===== config.mk =====
export PLATFORM = sky130hd
export DESIGN_NAME = bcs_sequencer
export DESIGN_NICKNAME = d
export VERILOG_FILES = /design/src/hw/bcs_pkg.sv /design/src/hw/bcs_sequencer.sv
export SDC_FILE = /design/constraint.sdc
export NUM_CORES = 1
export LEC_CHECK = 0
export BUFFER_PORTS_ARGS = -buffer_cell sky130_fd_sc_hd__buf_2
export CAP_MARGIN = 10
export CORE_MARGIN = 4
export CORE_UTILIZATION = 60
export CTS_CLUSTER_SIZE = 30
export DETAILED_ROUTE_END_ITERATION = 10
export PLACE_DENSITY_LB_ADDON = 0.05
export SLEW_MARGIN = 30
export SYNTH_ARGS = -nofsm -noshare
export SYNTH_HDL_FRONTEND = slang
export SYNTH_SLANG_ARGS = --single-unit

===== constraint.sdc =====
create_clock -name clk -period 10.7 [get_ports clk]
set_input_delay 0 -clock clk [delete_from_list [all_inputs] [get_ports clk]]
set_output_delay 0 -clock clk [all_outputs]
set_load 0.005 [all_outputs]

===== src/hw/bcs_pkg.sv =====
// package: register map, fields, timing constants and carrier types
package bcs_pkg;
    localparam int CLK_MHZ = 100;
    // times in ns as printed
    localparam int T_QUAL_NS = 40000;
    localparam int T_DEGLITCH_NS = 128000;
    localparam int T_BIAS_NS = 400000;
    localparam int T_STEP_UNIT_NS = 2000;
    localparam int T_ARM_SHORT_NS = 25000;
    localparam int T_ARM_LONG_NS = 40000;
    localparam int T_RETRY_NS = 20000000;
    localparam int QUAL_CYC = T_QUAL_NS * CLK_MHZ / 1000;
    localparam int DEGLITCH_CYC = T_DEGLITCH_NS * CLK_MHZ / 1000;
    localparam int BIAS_CYC = T_BIAS_NS * CLK_MHZ / 1000;
    localparam int STEP_UNIT_CYC = T_STEP_UNIT_NS * CLK_MHZ / 1000;
    localparam int ARM_SHORT_CYC = T_ARM_SHORT_NS * CLK_MHZ / 1000;
    localparam int ARM_LONG_CYC = T_ARM_LONG_NS * CLK_MHZ / 1000;
    localparam int RETRY_CYC = T_RETRY_NS / 1000 * CLK_MHZ;
    localparam int CW = 24;
    // register byte addresses
    localparam logic [7:0] ADR_STATUS = 8'h04;
    localparam logic [7:0] ADR_RAMP = 8'h08;
    localparam logic [7:0] ADR_PGCFG = 8'h0C;
    localparam logic [7:0] ADR_CTRL = 8'h18;
    localparam logic [7:0] ADR_TGT_A = 8'h20;
    localparam logic [7:0] ADR_TGT_B = 8'h24;
    // field positions
    localparam int F_PGOOD = 5;
    localparam int F_WIDEBAND = 1;
    localparam int F_STEP_LO = 2;
    localparam int F_QUIET_AUDIO_TIMEOUT_SEL = 6;
    localparam int F_POL = 0;
    localparam int F_FLT_SHDN = 3;
    localparam int F_EN = 0;
    localparam int F_FORCE = 1;
    localparam int F_SELFOL = 2;
    localparam int F_BLEED = 3;
    localparam int F_RAMP_EN = 4;
    localparam int F_ARM_EN = 5;
    // reset values and wide-band limit
    localparam logic [7:0] RST_RAMP = 8'h04;
    localparam logic [7:0] RST_PGCFG = 8'h01;
    localparam logic [7:0] RST_CTRL = 8'h19;
    localparam logic [7:0] RST_TGT_A = 8'h46;
    localparam logic [7:0] RST_TGT_B = 8'h4B;
    localparam logic [7:0] OUT_WB_LIM = 8'h4F;

    typedef enum logic [4:0] {
        BCS_OFF = 5'h01,
        BCS_BIAS = 5'h02,
        BCS_RAMP = 5'h04,
        BCS_RUN = 5'h08,
        BCS_FAULT = 5'h10
    } bcs_state_t;

    typedef struct packed {
        logic valley_clamp_level;
        logic supply_low_lockout;
        logic out_short;
        logic over_temp;
        logic out_above_93;
        logic idle;
        logic on_start;
    } bcs_sense_t;

    typedef struct packed {
        logic [7:0] target;
        logic pulse_skipping_mode;
        logic forced_continuous_mode;
        logic bleed;
        logic force_sync_on;
        logic wide_band_hint;
        logic running;
    } bcs_drive_t;
endpackage : bcs_pkg


===== src/hw/bcs_sequencer.sv =====
// buck start-up, ramp, power-ok and fault sequencer with wishbone registers
// Overview of operation
// - leave shutdown only with enable pin high and enable bit set
// - bleed on in shutdown and fault unless bleed bit cleared
// - soft-start uses ramp engine; ramp enable bit cannot bypass it
// - step time field resets to 4 us per step
// - wait 400 us bias delay before ramping, power-ok inactive
// - pulse skipping during start-up until ramp finishes
// - after ramp above 93 percent, 128 us de-glitch then power-ok
// - raising target drops power-ok until ramp and fresh de-glitch
// - lowering target keeps power-ok asserted only with ramp enable clear; with it set the ramp drops power-ok
// - below 93 percent over 128 us drops power-ok; recover via de-glitch
// - enable low drops power-ok at once
// - power-ok inactive in fault, dropped when fault qualifies
// - polarity bit picks power-ok level; default active releases pin
// - status bit reads one while power-ok active
// - valley clamp held 40 us enters fault
// - supply low held 40 us enters fault
// - output short held 40 us in run state enters fault
// - over-temperature held 40 us enters fault
// - quiet audio mode forces sync switch after 25 or 40 us idle
// - target steps one code at a time toward the new value
// - step dwell comes from field bits 4 to 2
// - code n gives 2*(n+1) us per step
// - ramp enable clear makes changes immediate, soft-start still steps
// - continuous mode by force bit, or select input with follow bit
// - output short or clamp fault retries every 20 ms, or shuts down
module bcs_sequencer (
    input wire logic clk,
    input wire logic rst_b,
    input wire logic ce,
    input wire logic enable_pin,
    input wire logic vsel,
    input wire bcs_pkg::bcs_sense_t sense,
    input wire logic wb_cyc_i,
    input wire logic wb_stb_i,
    input wire logic wb_we_i,
    input wire logic [7:0] wb_adr_i,
    input wire logic [3:0] wb_sel_i,
    input wire logic [31:0] wb_dat_i,
    output logic [31:0] wb_dat_o,
    output logic wb_ack_o,
    output logic power_ok_output_o,
    output logic power_ok_output_oe_b,
    output bcs_pkg::bcs_drive_t drive
);
    import bcs_pkg::*;

    bcs_state_t state_r;
    logic [7:0] ramp_r, pgcfg_r, ctrl_r, tgt_a_r, tgt_b_r;
    logic [7:0] target_r;
    logic [CW-1:0] seq_cnt_r;
    logic [CW-1:0] dg_cnt_r;
    logic [CW-1:0] low_cnt_r;
    logic [CW-1:0] arm_cnt_r;
    logic [CW-1:0] q_cnt_r [4];
    logic [3:0] q_hit;
    logic pg_r;
    logic dg_run_r;
    logic retry_r;
    logic fault_now;
    logic retry_kind;
    logic wr;
    logic en_ok;
    logic [7:0] goal;
    logic [CW-1:0] step_cyc;
    logic [CW-1:0] arm_lim;
    logic [3:0] flt_in;

    assign en_ok = enable_pin & ctrl_r[F_EN];
    assign goal = vsel ? tgt_b_r : tgt_a_r;
    assign step_cyc = CW'((32'(ramp_r[F_STEP_LO+:3]) + 32'd1)
        * STEP_UNIT_CYC);
    assign arm_lim = ramp_r[F_QUIET_AUDIO_TIMEOUT_SEL] ? CW'(ARM_LONG_CYC)
        : CW'(ARM_SHORT_CYC);
    assign flt_in = {sense.valley_clamp_level, sense.out_short,
        sense.supply_low_lockout, sense.over_temp};
    assign retry_kind = q_hit[3] | q_hit[2];
    assign fault_now = |q_hit;
    assign wr = wb_cyc_i & wb_stb_i & wb_we_i & ~wb_ack_o & wb_sel_i[0];

    // fault qualifiers, each restarts when its comparator drops
    for (genvar i = 0; i < 4; i++) begin : g_qual
        always_ff @(posedge clk) begin
            if (!rst_b) begin
                q_cnt_r[i] <= '0;
            end else if (ce) begin
                if (!flt_in[i] || state_r != BCS_RUN && i == 2) begin
                    q_cnt_r[i] <= '0;
                end else if (q_cnt_r[i] != CW'(QUAL_CYC)) begin
                    q_cnt_r[i] <= q_cnt_r[i] + 1'b1;
                end
            end
        end
        assign q_hit[i] = q_cnt_r[i] == CW'(QUAL_CYC);
    end

    // main sequence
    always_ff @(posedge clk) begin
        if (!rst_b) begin
            state_r <= BCS_OFF;
            seq_cnt_r <= '0;
            target_r <= '0;
            retry_r <= 1'b0;
        end else if (ce) begin
            unique case (state_r)
                BCS_OFF: begin
                    target_r <= '0;
                    seq_cnt_r <= '0;
                    if (en_ok) begin
                        state_r <= BCS_BIAS;
                    end
                end
                BCS_BIAS: begin
                    if (!en_ok) begin
                        state_r <= BCS_OFF;
                    end else if (seq_cnt_r == CW'(BIAS_CYC - 1)) begin
                        seq_cnt_r <= '0;
                        state_r <= BCS_RAMP;
                    end else begin
                        seq_cnt_r <= seq_cnt_r + 1'b1;
                    end
                end
                BCS_RAMP, BCS_RUN: begin
                    if (!en_ok) begin
                        state_r <= BCS_OFF;
                    end else if (fault_now) begin
                        seq_cnt_r <= '0;
                        retry_r <= retry_kind;
                        state_r <= BCS_FAULT;
                    end else if (target_r == goal) begin
                        seq_cnt_r <= '0;
                        state_r <= BCS_RUN;
                    end else if (state_r == BCS_RUN
                            && !ctrl_r[F_RAMP_EN]) begin
                        target_r <= goal;
                    end else if (seq_cnt_r >= step_cyc - 1'b1) begin
                        seq_cnt_r <= '0;
                        state_r <= BCS_RAMP;
                        target_r <= target_r < goal ? target_r + 1'b1
                            : target_r - 1'b1;
                    end else begin
                        seq_cnt_r <= seq_cnt_r + 1'b1;
                        state_r <= BCS_RAMP;
                    end
                end
                BCS_FAULT: begin
                    target_r <= '0;
                    if (!en_ok) begin
                        state_r <= BCS_OFF;
                    end else if (!retry_r || ctrl_r[F_FLT_SHDN]) begin
                        if (!fault_now) begin
                            state_r <= BCS_OFF;
                        end
                    end else if (seq_cnt_r == CW'(RETRY_CYC - 1)) begin
                        seq_cnt_r <= '0;
                        state_r <= BCS_BIAS;
                    end else begin
                        seq_cnt_r <= seq_cnt_r + 1'b1;
                    end
                end
                default: state_r <= BCS_OFF;
            endcase
        end
    end

    // power-ok de-glitch and low-output timers
    always_ff @(posedge clk) begin
        if (!rst_b) begin
            pg_r <= 1'b0;
            dg_cnt_r <= '0;
            low_cnt_r <= '0;
        end else if (ce) begin
            if (state_r != BCS_RUN || !en_ok || fault_now
                    || goal > target_r) begin
                pg_r <= 1'b0;
                dg_cnt_r <= '0;
                low_cnt_r <= '0;
            end else if (pg_r) begin
                dg_cnt_r <= '0;
                if (sense.out_above_93) begin
                    low_cnt_r <= '0;
                end else if (low_cnt_r == CW'(DEGLITCH_CYC)) begin
                    pg_r <= 1'b0;
                end else begin
                    low_cnt_r <= low_cnt_r + 1'b1;
                end
            end else if (!sense.out_above_93) begin
                dg_cnt_r <= '0;
            end else if (dg_cnt_r == CW'(DEGLITCH_CYC - 1)) begin
                pg_r <= 1'b1;
                low_cnt_r <= '0;
            end else begin
                dg_cnt_r <= dg_cnt_r + 1'b1;
            end
        end
    end

    // quiet audio idle timer
    always_ff @(posedge clk) begin
        if (!rst_b) begin
            arm_cnt_r <= '0;
            drive.force_sync_on <= 1'b0;
        end else if (ce) begin
            drive.force_sync_on <= 1'b0;
            if (!ctrl_r[F_ARM_EN] || !sense.idle || sense.on_start
                    || state_r != BCS_RUN) begin
                arm_cnt_r <= '0;
            end else if (arm_cnt_r == arm_lim - 1'b1) begin
                arm_cnt_r <= '0;
                drive.force_sync_on <= 1'b1;
            end else begin
                arm_cnt_r <= arm_cnt_r + 1'b1;
            end
        end
    end

    // registered drive outputs
    always_ff @(posedge clk) begin
        if (!rst_b) begin
            drive.target <= '0;
            drive.pulse_skipping_mode <= 1'b1;
            drive.forced_continuous_mode <= 1'b0;
            drive.bleed <= 1'b1;
            drive.wide_band_hint <= 1'b0;
            drive.running <= 1'b0;
            power_ok_output_o <= 1'b0;
            power_ok_output_oe_b <= 1'b1;
        end else if (ce) begin
            drive.target <= target_r;
            drive.running <= state_r == BCS_RAMP || state_r == BCS_RUN;
            drive.forced_continuous_mode <= state_r == BCS_RUN
                && (ctrl_r[F_FORCE] || vsel && ctrl_r[F_SELFOL]);
            drive.pulse_skipping_mode <= state_r != BCS_RUN;
            drive.bleed <= ctrl_r[F_BLEED]
                && (state_r == BCS_OFF || state_r == BCS_FAULT);
            drive.wide_band_hint <= tgt_a_r > OUT_WB_LIM
                && tgt_b_r > OUT_WB_LIM;
            power_ok_output_o <= 1'b0;
            // pin pulled low when enable asserted
            power_ok_output_oe_b <= pg_r ~^ pgcfg_r[F_POL];
        end
    end

    // wishbone slave, one registered ack per request, one cycle after strobe
    always_ff @(posedge clk) begin
        if (!rst_b) begin
            wb_ack_o <= 1'b0;
            wb_dat_o <= '0;
            ramp_r <= RST_RAMP;
            pgcfg_r <= RST_PGCFG;
            ctrl_r <= RST_CTRL;
            tgt_a_r <= RST_TGT_A;
            tgt_b_r <= RST_TGT_B;
        end else if (ce) begin
            wb_ack_o <= wb_cyc_i & wb_stb_i & ~wb_ack_o;
            wb_dat_o <= '0;
            if (state_r == BCS_FAULT && retry_r && ctrl_r[F_FLT_SHDN]) begin
                ctrl_r[F_EN] <= 1'b0;
            end
            if (wr) begin
                unique case (wb_adr_i)
                    ADR_RAMP: ramp_r <= wb_dat_i[7:0];
                    ADR_PGCFG: pgcfg_r <= wb_dat_i[7:0];
                    ADR_CTRL: ctrl_r <= wb_dat_i[7:0];
                    ADR_TGT_A: tgt_a_r <= wb_dat_i[7:0];
                    ADR_TGT_B: tgt_b_r <= wb_dat_i[7:0];
                    default: ;
                endcase
            end else if (wb_cyc_i && wb_stb_i && !wb_ack_o) begin
                unique case (wb_adr_i)
                    ADR_STATUS: wb_dat_o[F_PGOOD] <= pg_r;
                    ADR_RAMP: wb_dat_o[7:0] <= ramp_r;
                    ADR_PGCFG: wb_dat_o[7:0] <= pgcfg_r;
                    ADR_CTRL: wb_dat_o[7:0] <= ctrl_r;
                    ADR_TGT_A: wb_dat_o[7:0] <= tgt_a_r;
                    ADR_TGT_B: wb_dat_o[7:0] <= tgt_b_r;
                    default: wb_dat_o <= '0;
                endcase
            end
        end
    end
endmodule : bcs_sequencer


==> flow_summary.toml, run 1 <==
[setup_path]
r2r-start = "ramp_r[2]"
worst_ep_arrival_time_ns = 5.79
slowest_delay_ns = 0.56
critPathCaptureType = "flip-flop"
critPathKind = "flip-flop to flip-flop"
critPathLaunchType = "flip-flop"
cp_common_cell = "ha_1"
reg2reg_slack_ns = 5.35
crit_buf_inv = 2
cp_max_fo = 21
crit_chain = "ha_1, xnor2_1, ha_1, inv_1, ha_1, ha_1, or3_1, nand2_1, nand4_1, ha_1, nand4_1, nor4_1, a21oi_1, and4_1, and4_1, o211ai_1, buf_4, or4_1, nand3_1"
cp_top_family = "simple AND/OR/NAND/NOR gates"
r2r-end = "seq_cnt_r[23]"
r2r_cells = 19
cp.required_ns = 11.14
cp_slowest_cell = "ha_1"

[floorplanning]
die_y_um = 168
dieWidth_um = 168
io_pins = 108
start_util_pct = 61.1
rows = 58
core_area_mm2 = 0.0252
die-area_mm2 = 0.0283

[synthesis]
synth_seq_cells = 271
synth_ff_type = "dfxtp_1"
synth-edff-count = 96
synth-warning-count = 0
synth_cell_types = 83
ys_seq_area_share_pct = 41.5
syn_area_mm2 = 0.0154
netlist_instances = 1780
syn_area_per_cell_um2 = 8.64
async_flop_share_pct = 0

[drt]
avgRoutedWirePerCell_um = 16.4
drc = 0
via_count = 13000
drt_first_iter_violations = 1196
drt-total-wl_um = 35700
first_pass_iters = 6
ant_nets = 0
vias_per_cell = 5.96

[clock_network]
tritoncts = "built"
path_clk_slew_ns = 0.06
root_buffer = "clkbuf_16"
cts_max_level = 1
cts_sinks = 271
ctsHoldBuffers = 20
clkLatencyLatePin_ns = 0.56
ctsResizeCount = 0
cts_made_buffers = 29
clk_path_buf_depth = 3
post_cts_buffers = 0

[timing]
fin_tns_setup_ns = 0
hold_viol = 0
relSlewSlack_pct = 39.6
tightest_slew_ns = 0.903
rsz0062_at_grt = "no"
finalSetupViolations = 0
final-max-slew-violation-count = 0
layout_setup_ws_ns = 5.35
clock-skew-final_ns = 0.0171
min_period_ns = 5.35
post-route-period-util_pct = 50.0
max_freq_ghz = 0.187

[layout]
diodes = 0
fillCellCount = 2128
final_layout_size_suffix_gt1_share_pct = 7.84
final_util_pct = 67.0
syn2layout_area_growth_pct = 9.78
final_area_mm2 = 0.0169
final_common_cell = "nor2_1"
most-common-layout-cells = "230 x nor2_1, 188 x nand2_1, 175 x dfxtp_1"
layout.nets = 1941

[placement]
io_buffer_count = 55
dp_hpwl_um = 24100
placed_area_mm2 = 0.0158
routabilityCongestion = 0.894
place_ws_ns = 5.40

[grt]
met3_usage_pct = 3.08
antenna_found_initial = 0
grt_overflow = 0
grt_start_max_net_pins = 71
grt_use_met2_pct = 40.4
grt_util_all_layers_pct = 24.8
use_met1_pct = 35.2
top_usage_layer = "met2"
first_global_vias = 12200
grt_pass1_wl_um = 60200

[worst_hold_path]
worstHoldPathType = "primary input to flip-flop"
worstHoldStart = "wb_cyc_i"
hold_end = "wb_dat_o[1]"
holdPathStages = 5

[job]
drv_cap = 0

[power]
ir_drop_v = 0.000141
power_leakage_nw = 6.05
power.density_mw_per_mm2 = 128

[status]
status = "complete, no violations"
## synthesized netlist by cell type, types with 5 or more instances
library cell | number | area share (%)
nor2_1 | 231 | 5.6
nand2_1 | 192 | 4.7
dfxtp_1 | 175 | 23
nand3_1 | 132 | 4.3
a21oi_1 | 103 | 3.4
edfxtp_1 | 96 | 19
xor2_1 | 76 | 4.3
clkbuf_1 | 59 | 1.4
ha_1 | 55 | 4.5
and3_1 | 53 | 2.2
inv_1 | 51 | 1.2
o21ai_0 | 48 | 1.6
xnor2_1 | 47 | 2.7
nand4_1 | 36 | 1.5
nor3_1 | 36 | 1.2
nor4_1 | 33 | 1.3
or3_1 | 32 | 1.3
buf_4 | 25 | 1.2
mux2i_1 | 20 | 1.3
o21a_1 | 18 | 0.88
o311ai_1 | 15 | 0.85
o21ai_1 | 14 | 0.46
a22o_1 | 13 | 0.74
a22oi_1 | 13 | 0.63
nor2b_1 | 13 | 0.53
nor3b_1 | 13 | 0.63
and2_1 | 12 | 0.49
o211ai_1 | 12 | 0.59
nor4b_1 | 10 | 0.57
nand2b_1 | 9 | 0.37
o2111ai_1 | 9 | 0.51
o2bb2ai_1 | 8 | 0.46
and4_1 | 7 | 0.40
buf_2 | 7 | 0.23
mux2_2 | 7 | 0.51
or4_1 | 7 | 0.34
nand3b_1 | 6 | 0.29
a21boi_0 | 5 | 0.24
a221o_1 | 5 | 0.33
nand4b_1 | 5 | 0.28
or2_2 | 5 | 0.20
## where the power goes
part / internal, mW / switching [mW]
Clock: 0.534 / 0.413
Combinational: 0.0386 / 0.0717
Sequential: 1.09 / 0.0244
## stage by stage
stage	instances	power [mW]	hold slack [ns]
6_report	2179	2.17	0.0680
2_1_floorplan	1805	1.21	0.124
5_1_grt	2179	2.25	0.0821
4_1_cts	2179	2.19	0.0118
3_3_place_gp	2104	1.24	0.295
3_5_place_dp	2105	1.24	0.297
## how the worst max path moves through the flow
| stage | from | end | cells after the start |
|---|---|---|---|
| 2_1_floorplan | ramp_r[2] | seq_cnt_r[16] | 18 |
| 3_3_place_gp | ramp_r[2] | seq_cnt_r[23] | 19 |
| 3_5_place_dp | ramp_r[2] | seq_cnt_r[23] | 19 |
| 4_1_cts | ramp_r[2] | seq_cnt_r[23] | 19 |
| 5_1_grt | ramp_r[2] | seq_cnt_r[23] | 19 |
| 6_report | ramp_r[2] | seq_cnt_r[23] | 19 |
## logic make-up after synthesis
kind of cell | count (synthesis) | share of synthesized area (%)
other | 1 | 0.0244
flip-flops | 271 | 41.5
adder cells (fa/ha/maj) | 56 | 4.60
AO/OA/AOI/OAI | 300 | 13.0
buffers and inverters | 148 | 4.38
multiplexers | 28 | 1.89
XOR/XNOR | 123 | 7.00
AND/OR/NAND/NOR | 853 | 27.6
## layout make-up
| cell class | instances | area, um2 | area share, % |
|---|---|---|---|
| Inverter | 52 | 195 | 1.16 |
| Timing Repair Buffer | 86 | 558 | 3.31 |
| Multi-Input combinational cell | 1386 | 8440 | 50.0 |
| Clock inverter | 13 | 71.3 | 0.422 |
| Tap cell | 330 | 413 | 2.45 |
| Clock buffer | 41 | 822 | 4.87 |
| Sequential cell | 271 | 6390 | 37.8 |
## sequential cells by signal (all words and copies together), names as in the netlist, 5 cells and up
register,count
tgt_a_r,8
seq_cnt_r,24
state_r,5
dg_cnt_r,24
tgt_b_r,8
low_cnt_r,24
ramp_r,8
pgcfg_r,8
drive,14
q_cnt_r,96
ctrl_r,8
arm_cnt_r,24
target_r,8
wb_dat_o,8
## routing by layer
layer | wire, um | part of all wire, %
met1 | 16500 | 46
met2 | 16500 | 46
met3 | 1830 | 5.1
met4 | 841 | 2.4
met5 | 0 | 0
## tightest hold or removal path: stages
cell and delay, ns:
buf_2 0.09, nand4b_1 0.15, nor3b_2 0.12, a22oi_1 0.15, nor2_1 0.05
No activity file was read; power rests on OpenSTA's default activity.
==> inputs of run 2 (changes only) <==
ABC_AREA = 1   (was unset)
clock period = 5 ns   (was 10.7 ns; I/O delays follow)
==> run 2 against run 1 <==
Global-route usage up 2.0 points. Flip-flop and latch count unchanged. Critical path depth up 3. First-iteration DRC count up 13%. Sequential power up 120%. Clock power up 150%. Clock-buffer cell count up 3. Critical path type unchanged.
==> flow_summary.toml, run 2 <==
[status]
status = "complete, no violations"

[synthesis]
async_flop_share_pct = 0
ys_seq_area_share_pct = 35.5
synth_seq_cells = 271
synth-edff-count = 96
netlist_instances = 2668
yosys.area.top_type = "dfxtp_1"
synth_ff_type = "dfxtp_1"
yosysTopAreaCellShare_pct = 19.5
synth_cell_types = 54
syn_area_per_cell_um2 = 6.74
synth-warning-count = 0
syn_area_mm2 = 0.0180
netlist_top_cells_count = "601 x nand2_1, 397 x nor2_1, 292 x inv_1"
synth.area.top_cells = "dfxtp_1 19%, edfxtp_1 16%, nand2_1 13%"
yosysMostFrequentCell = "nand2_1"

[timing]
rsz0062_at_grt = "no"
post-route-period-util_pct = 85.2
relSlewSlack_pct = 35.7
layout_setup_ws_ns = 0.739
max_freq_ghz = 0.235
finalSetupViolations = 0
tightest_slew_ns = 0.963
clock-skew-final_ns = 0.0227
fin_tns_setup_ns = 0
final-max-slew-violation-count = 0
hold_viol = 0
min_period_ns = 4.26

[grt]
first_global_vias = 16100
antenna_found_initial = 0
grt_start_max_net_pins = 79
grt_util_all_layers_pct = 26.8
grt_pass1_wl_um = 76800
grt_overflow = 0

[placement]
dp_hpwl_um = 32200
io_buffer_count = 55
routabilityCongestion = 0.934
place_ws_ns = 0.754
placed_area_mm2 = 0.0184

[layout]
largest_reg_flops = 96
most-common-layout-cells = "599 x nand2_1, 397 x nor2_1, 290 x inv_1"
syn2layout_area_growth_pct = 8.79
final_area_mm2 = 0.0196
multi_input_area_mm2 = 0.00997
final_layout_size_suffix_gt1_share_pct = 7.56
largest_register = "q_cnt_r"
final_common_cell = "nand2_1"
regArea_mm2 = 0.00639
fillCellCount = 2716
layout.nets = 2817
diodes = 0

[clock_network]
ctsHoldBuffers = 13
clkLatencyLatePin_ns = 0.57
tritoncts = "built"
cts_max_level = 1
cts_made_buffers = 31
cts_sinks = 271
ctsResizeCount = 0
post_cts_buffers = 0
root_buffer = "clkbuf_16"
clk_path_buf_depth = 3
path_clk_slew_ns = 0.06

[power]
ir_drop_v = 0.000240
power.density_mw_per_mm2 = 274
power_leakage_nw = 7.71

[worst_hold_path]
holdPathStages = 6
worstHoldPathType = "primary input to flip-flop"

[setup_path]
critPathKind = "flip-flop to flip-flop"
crit_buf_inv = 2
cp_top_family = "simple AND/OR/NAND/NOR gates"
critPathLaunchType = "flip-flop"
r2r_cells = 22
critPathCaptureType = "flip-flop"
worst_ep_arrival_time_ns = 4.72
cp_slowest_cell = "dfxtp_1"
cp_common_cell = "nand2_1"
cp.required_ns = 5.46
critical_path_depth = 22
cp_max_fo = 12
crit_chain = "inv_1, ha_1, xor2_1, ha_1, nor4_1, nand3_1, nor2_1, nand2_1, ha_1, nand2_1, nor2_1, nand2_1, nor2_1, nand2_1, nand2_1, nor2_1, nand2_1, nand3_1, nand2_1, inv_2, nor2_1, nor2_1"
slowest_delay_ns = 0.45

[job]
drv_cap = 0

[floorplanning]
core_area_mm2 = 0.0296
io_pins = 108
rows = 63
die-area_mm2 = 0.0328
start_util_pct = 60.7
die_y_um = 181
dieWidth_um = 181

[drt]
vias_per_cell = 5.61
first_pass_iters = 6
drt_first_iter_violations = 1347
drt-total-wl_um = 45700
via_count = 17500
ant_nets = 0
drc = 0
avgRoutedWirePerCell_um = 14.7
run 2: cell types whose count changed after synthesis, moves of 33 or more:
| cell | change |
|---|---|
| xor2_1 | -33 |
| nand4_1 | +57 |
| a21oi_1 | +105 |
| nand2_1 | +409 |
| o21ai_0 | +64 |
| nand3_1 | +97 |
| and3_1 | -53 |
| inv_1 | +241 |
| nor2_1 | +166 |
run 2: power by group:
group          leakage (nW)  internal [mW]  switching, mW  total [mW]
clock network         0.521           1.39          0.942        2.33
logic                  4.73          0.190          0.401       0.591
registers              2.46           2.36         0.0786        2.44
run 2: worst register-to-register path, stage by stage, from the launching register on:
cell and delay, ns:
dfxtp_1 0.45, inv_1 0.15, ha_1 0.40, xor2_1 0.19, ha_1 0.35, nor4_1 0.31, nand3_1 0.15, nor2_1 0.11
nand2_1 0.30, ha_1 0.43, nand2_1 0.07, nor2_1 0.14, nand2_1 0.09, nor2_1 0.10, nand2_1 0.05, nand2_1 0.05
nor2_1 0.05, nand2_1 0.06, nand3_1 0.09, nand2_1 0.29, inv_2 0.13, nor2_1 0.13, nor2_1 0.05
run 2: layout make-up:
cell class / count / area share (%)
multi-input combinational: 2003 / 50.9
sequential: 271 / 32.6
inverter: 315 / 6.04
clock buffer: 44 / 4.74
timing repair buffer: 80 / 2.53
tap: 390 / 2.49
clock inverter: 12 / 0.614
run 2: routing by layer:
| layer | routed length (um) | global-route usage [%] | vias to the layer above |
|---|---|---|---|
| met3 | 2420 | 3.28 | 102 |
| met1 | 20600 | 36.2 | 7999 |
| met4 | 1200 | 7.27 | 0 |
| li1 | - | - | 8841 |
| met2 | 21400 | 45.6 | 519 |
| met5 | 0 | 0 | - |
run 2: path summary, 6_finish.rpt:
path / start / end / slack (ns)
setup reg to reg: ramp_r[2] / target_r[6] / 0.74
setup / recovery: ramp_r[2] / target_r[6] / 0.74
hold reg to reg: wb_dat_o[2] / wb_dat_o[2] / 0.47
hold / removal: wb_adr_i[2] / pgcfg_r[0] / 0.03
run 2: cells by family (layout without fill, tap and decap cells):
| family | count (synthesis) | after routing | synth area share, % |
|---|---|---|---|
| fa+ha+maj | 56 | 56 | 3.94 |
| flops | 271 | 271 | 35.5 |
| xor+xnor | 61 | 61 | 2.97 |
| compound gates | 382 | 382 | 11.5 |
| buf+inv | 419 | 451 | 9.63 |
| simple gates | 1478 | 1478 | 36.5 |
| other cells | 1 | 26 | 0.0208 |
run 2: through the flow:
stage / std cells / power (mW) / hold slack [ns] / utilization (%)
6_report: 3115 / 5.36 / 0.0268 / 66.0
5_1_grt: 3115 / 5.58 / 0.0334 / 66.0
4_1_cts: 3115 / 5.39 / 0.000626 / 66.0
3_5_place_dp: 3046 / 3.06 / 0.243 / 62.0
3_3_place_gp: 3046 / 3.04 / 0.236 / 62.0
2_1_floorplan: 2693 / 2.92 / 0.113 / -
==> inputs of run 3 (changes only) <==
==> constraint.sdc (replaced) <==
create_clock -name clk -period 5 [get_ports clk]
set_input_delay 1 -clock clk [delete_from_list [all_inputs] [get_ports clk]]
set_output_delay 1 -clock clk [all_outputs]
set_load 0.005 [all_outputs]
==> run 3 against run 2 <==
Setup slack worse by 0.12 ns. Non-clock buffer count is 9 lower. Flip-flop and latch count did not move. Hold slack better by 0.44 ns. Total power increased by 1.7%.
==> flow_summary.toml, run 3 (same netlist as run 2, synthesis figures left out) <==
[grt]
grt_start_max_net_pins = 57
grt_util_all_layers_pct = 27.0
grt_pass1_wl_um = 77200
antenna_found_initial = 0
grt_overflow = 0
first_global_vias = 16300

[drt]
wl_met2_um = 21600
drt-total-wl_um = 45800
drc = 0
via_count = 17400
ant_nets = 0
wl_met1_um = 20800
top_layer_used = "met4"
first_pass_iters = 5
vias_per_cell = 5.60
drt_first_iter_violations = 1352
wl_met3_um = 2370
avgRoutedWirePerCell_um = 14.7

[clock_network]
post_cts_buffers = 0
path_clk_slew_ns = 0.06
ctsHoldBuffers = 0
cts_made_buffers = 31
cts_sinks = 271
tritoncts = "built"
root_buffer = "clkbuf_16"
clk_path_buf_depth = 3
clkLatencyLatePin_ns = 0.55
cts_max_level = 1
ctsResizeCount = 0

[timing]
rsz0062_at_grt = "no"
fin_tns_setup_ns = 0
tightest_slew_ns = 0.862
relSlewSlack_pct = 42.4
min_period_ns = 4.39
hold_viol = 0
finalSetupViolations = 0
clock-skew-final_ns = 0.00789
final-max-slew-violation-count = 0
post-route-period-util_pct = 87.7
max_freq_ghz = 0.228

[power]
p_sw_share_pct = 25.8
switchingPower_mw = 1.41
pwr-share-comb_pct = 10.8
p_int_mw = 4.04
power.density_mw_per_mm2 = 279
power_leakage_nw = 7.71
clkPwrFrac_pct = 44.4
ir_drop_v = 0.000255
pwr-share-seq_pct = 44.8

[setup_path]
critPathCaptureType = "flip-flop"
worst_ep_arrival_time_ns = 4.82
reg2reg_slack_ns = 0.61
r2r_cells = 22
critPathLaunchType = "flip-flop"
cp.required_ns = 5.44
r2r-start = "ramp_r[2]"
critPathKind = "flip-flop to flip-flop"
cp_max_fo = 12
r2r-end = "target_r[6]"

[layout]
layout.nets = 2808
largest_register = "q_cnt_r"
largest_reg_flops = 96
most-common-layout-cells = "600 x nand2_1, 397 x nor2_1, 290 x inv_1"
final_cell_count_no_fill = 3106
syn2layout_area_growth_pct = 8.54
final_layout_size_suffix_gt1_share_pct = 7.70
final_common_cell = "nand2_1"
diodes = 0

[placement]
routabilityCongestion = 0.928
io_buffer_count = 55
dp_hpwl_um = 32600
dp.cells = 3050

[floorplanning]
die-area_mm2 = 0.0328
start_util_pct = 60.7
die_y_um = 181
io_pins = 108
dieWidth_um = 181
core_area_mm2 = 0.0296
rows = 63

[job]
drv_cap = 0

[status]
status = "complete, no violations"

[worst_hold_path]
worstHoldPathType = "flip-flop to flip-flop"
holdPathStages = 2
worstHoldStart = "wb_dat_o[1]"
hold_end = "wb_dat_o[1]"
## run 3: cell types whose count changed in the layout (fill, tap and decap cells not counted), sizes merged
cell,before,now
bufinv,2,3
clkinvlp,2,0
inv,312,310
dlygate4sd3,13,0
clkbuf,44,48
buf,67,71
clkinv,11,10
## run 3: worst max-delay path, cell delays in order (launching register included)
cell,delay [ns]
dfxtp_1,0.45
inv_1,0.19
ha_1,0.39
xor2_1,0.18
ha_1,0.36
nor4_1,0.29
nand3_1,0.15
nor2_1,0.12
nand2_1,0.28
ha_1,0.42
nand2_1,0.07
nor2_1,0.14
nand2_1,0.11
nor2_1,0.12
nand2_1,0.06
nand2_1,0.05
nor2_1,0.05
nand2_1,0.06
nand3_1,0.10
nand2_1,0.32
inv_2,0.16
nor2_1,0.13
nor2_1,0.06
## run 3: worst max path at each step
stage / startpoint / end
after floorplan: vsel / target_r[5]
after global placement: ramp_r[2] / target_r[6]
after detailed placement: ramp_r[2] / target_r[6]
after CTS: ramp_r[2] / target_r[6]
after global routing: ramp_r[2] / target_r[6]
final: ramp_r[2] / target_r[6]
## run 3: layer usage
| layer | vias up | GRT usage, % |
|---|---|---|
| met1 | 8033 | 36.8 |
| li1 | 8815 | - |
| met4 | 0 | 7.05 |
| met2 | 466 | 45.8 |
| met5 | - | 0 |
| met3 | 80 | 3.06 |
## run 3: power by group through the flow
stage | registers (mW) | clock network (mW) | logic [mW]
5_1_grt | 2.45 | 2.55 | 0.673
3_5_place_dp | 2.48 | 0 | 0.583
3_3_place_gp | 2.48 | 0 | 0.566
2_1_floorplan | 2.47 | 0 | 0.457
6_report | 2.44 | 2.42 | 0.590
4_1_cts | 2.44 | 2.45 | 0.587
## run 3: final cells by class
cell class,instances,area (um2)
Clock buffer,48,980
Clock inverter,8,124
Fill cell,2739,10100
Inverter,315,1180
Multi-Input combinational cell,2003,9970
Sequential cell,271,6390
Tap cell,390,488
Timing Repair Buffer,71,395
## run 3: through the flow
stage          hold WS [ns]  setup WS (ns)  utilization [%]  power (mW)  cell area (um2)
6_report              0.470          0.615             65.9        5.45            19500
5_1_grt               0.483          0.159             65.9        5.68            19500
4_1_cts               0.469          0.628             65.9        5.47            19500
3_5_place_dp          0.461          0.659             62.1        3.07            18400
3_3_place_gp          0.456          0.811             62.1        3.05            18400
2_1_floorplan         0.442           1.35                -        2.92            18100
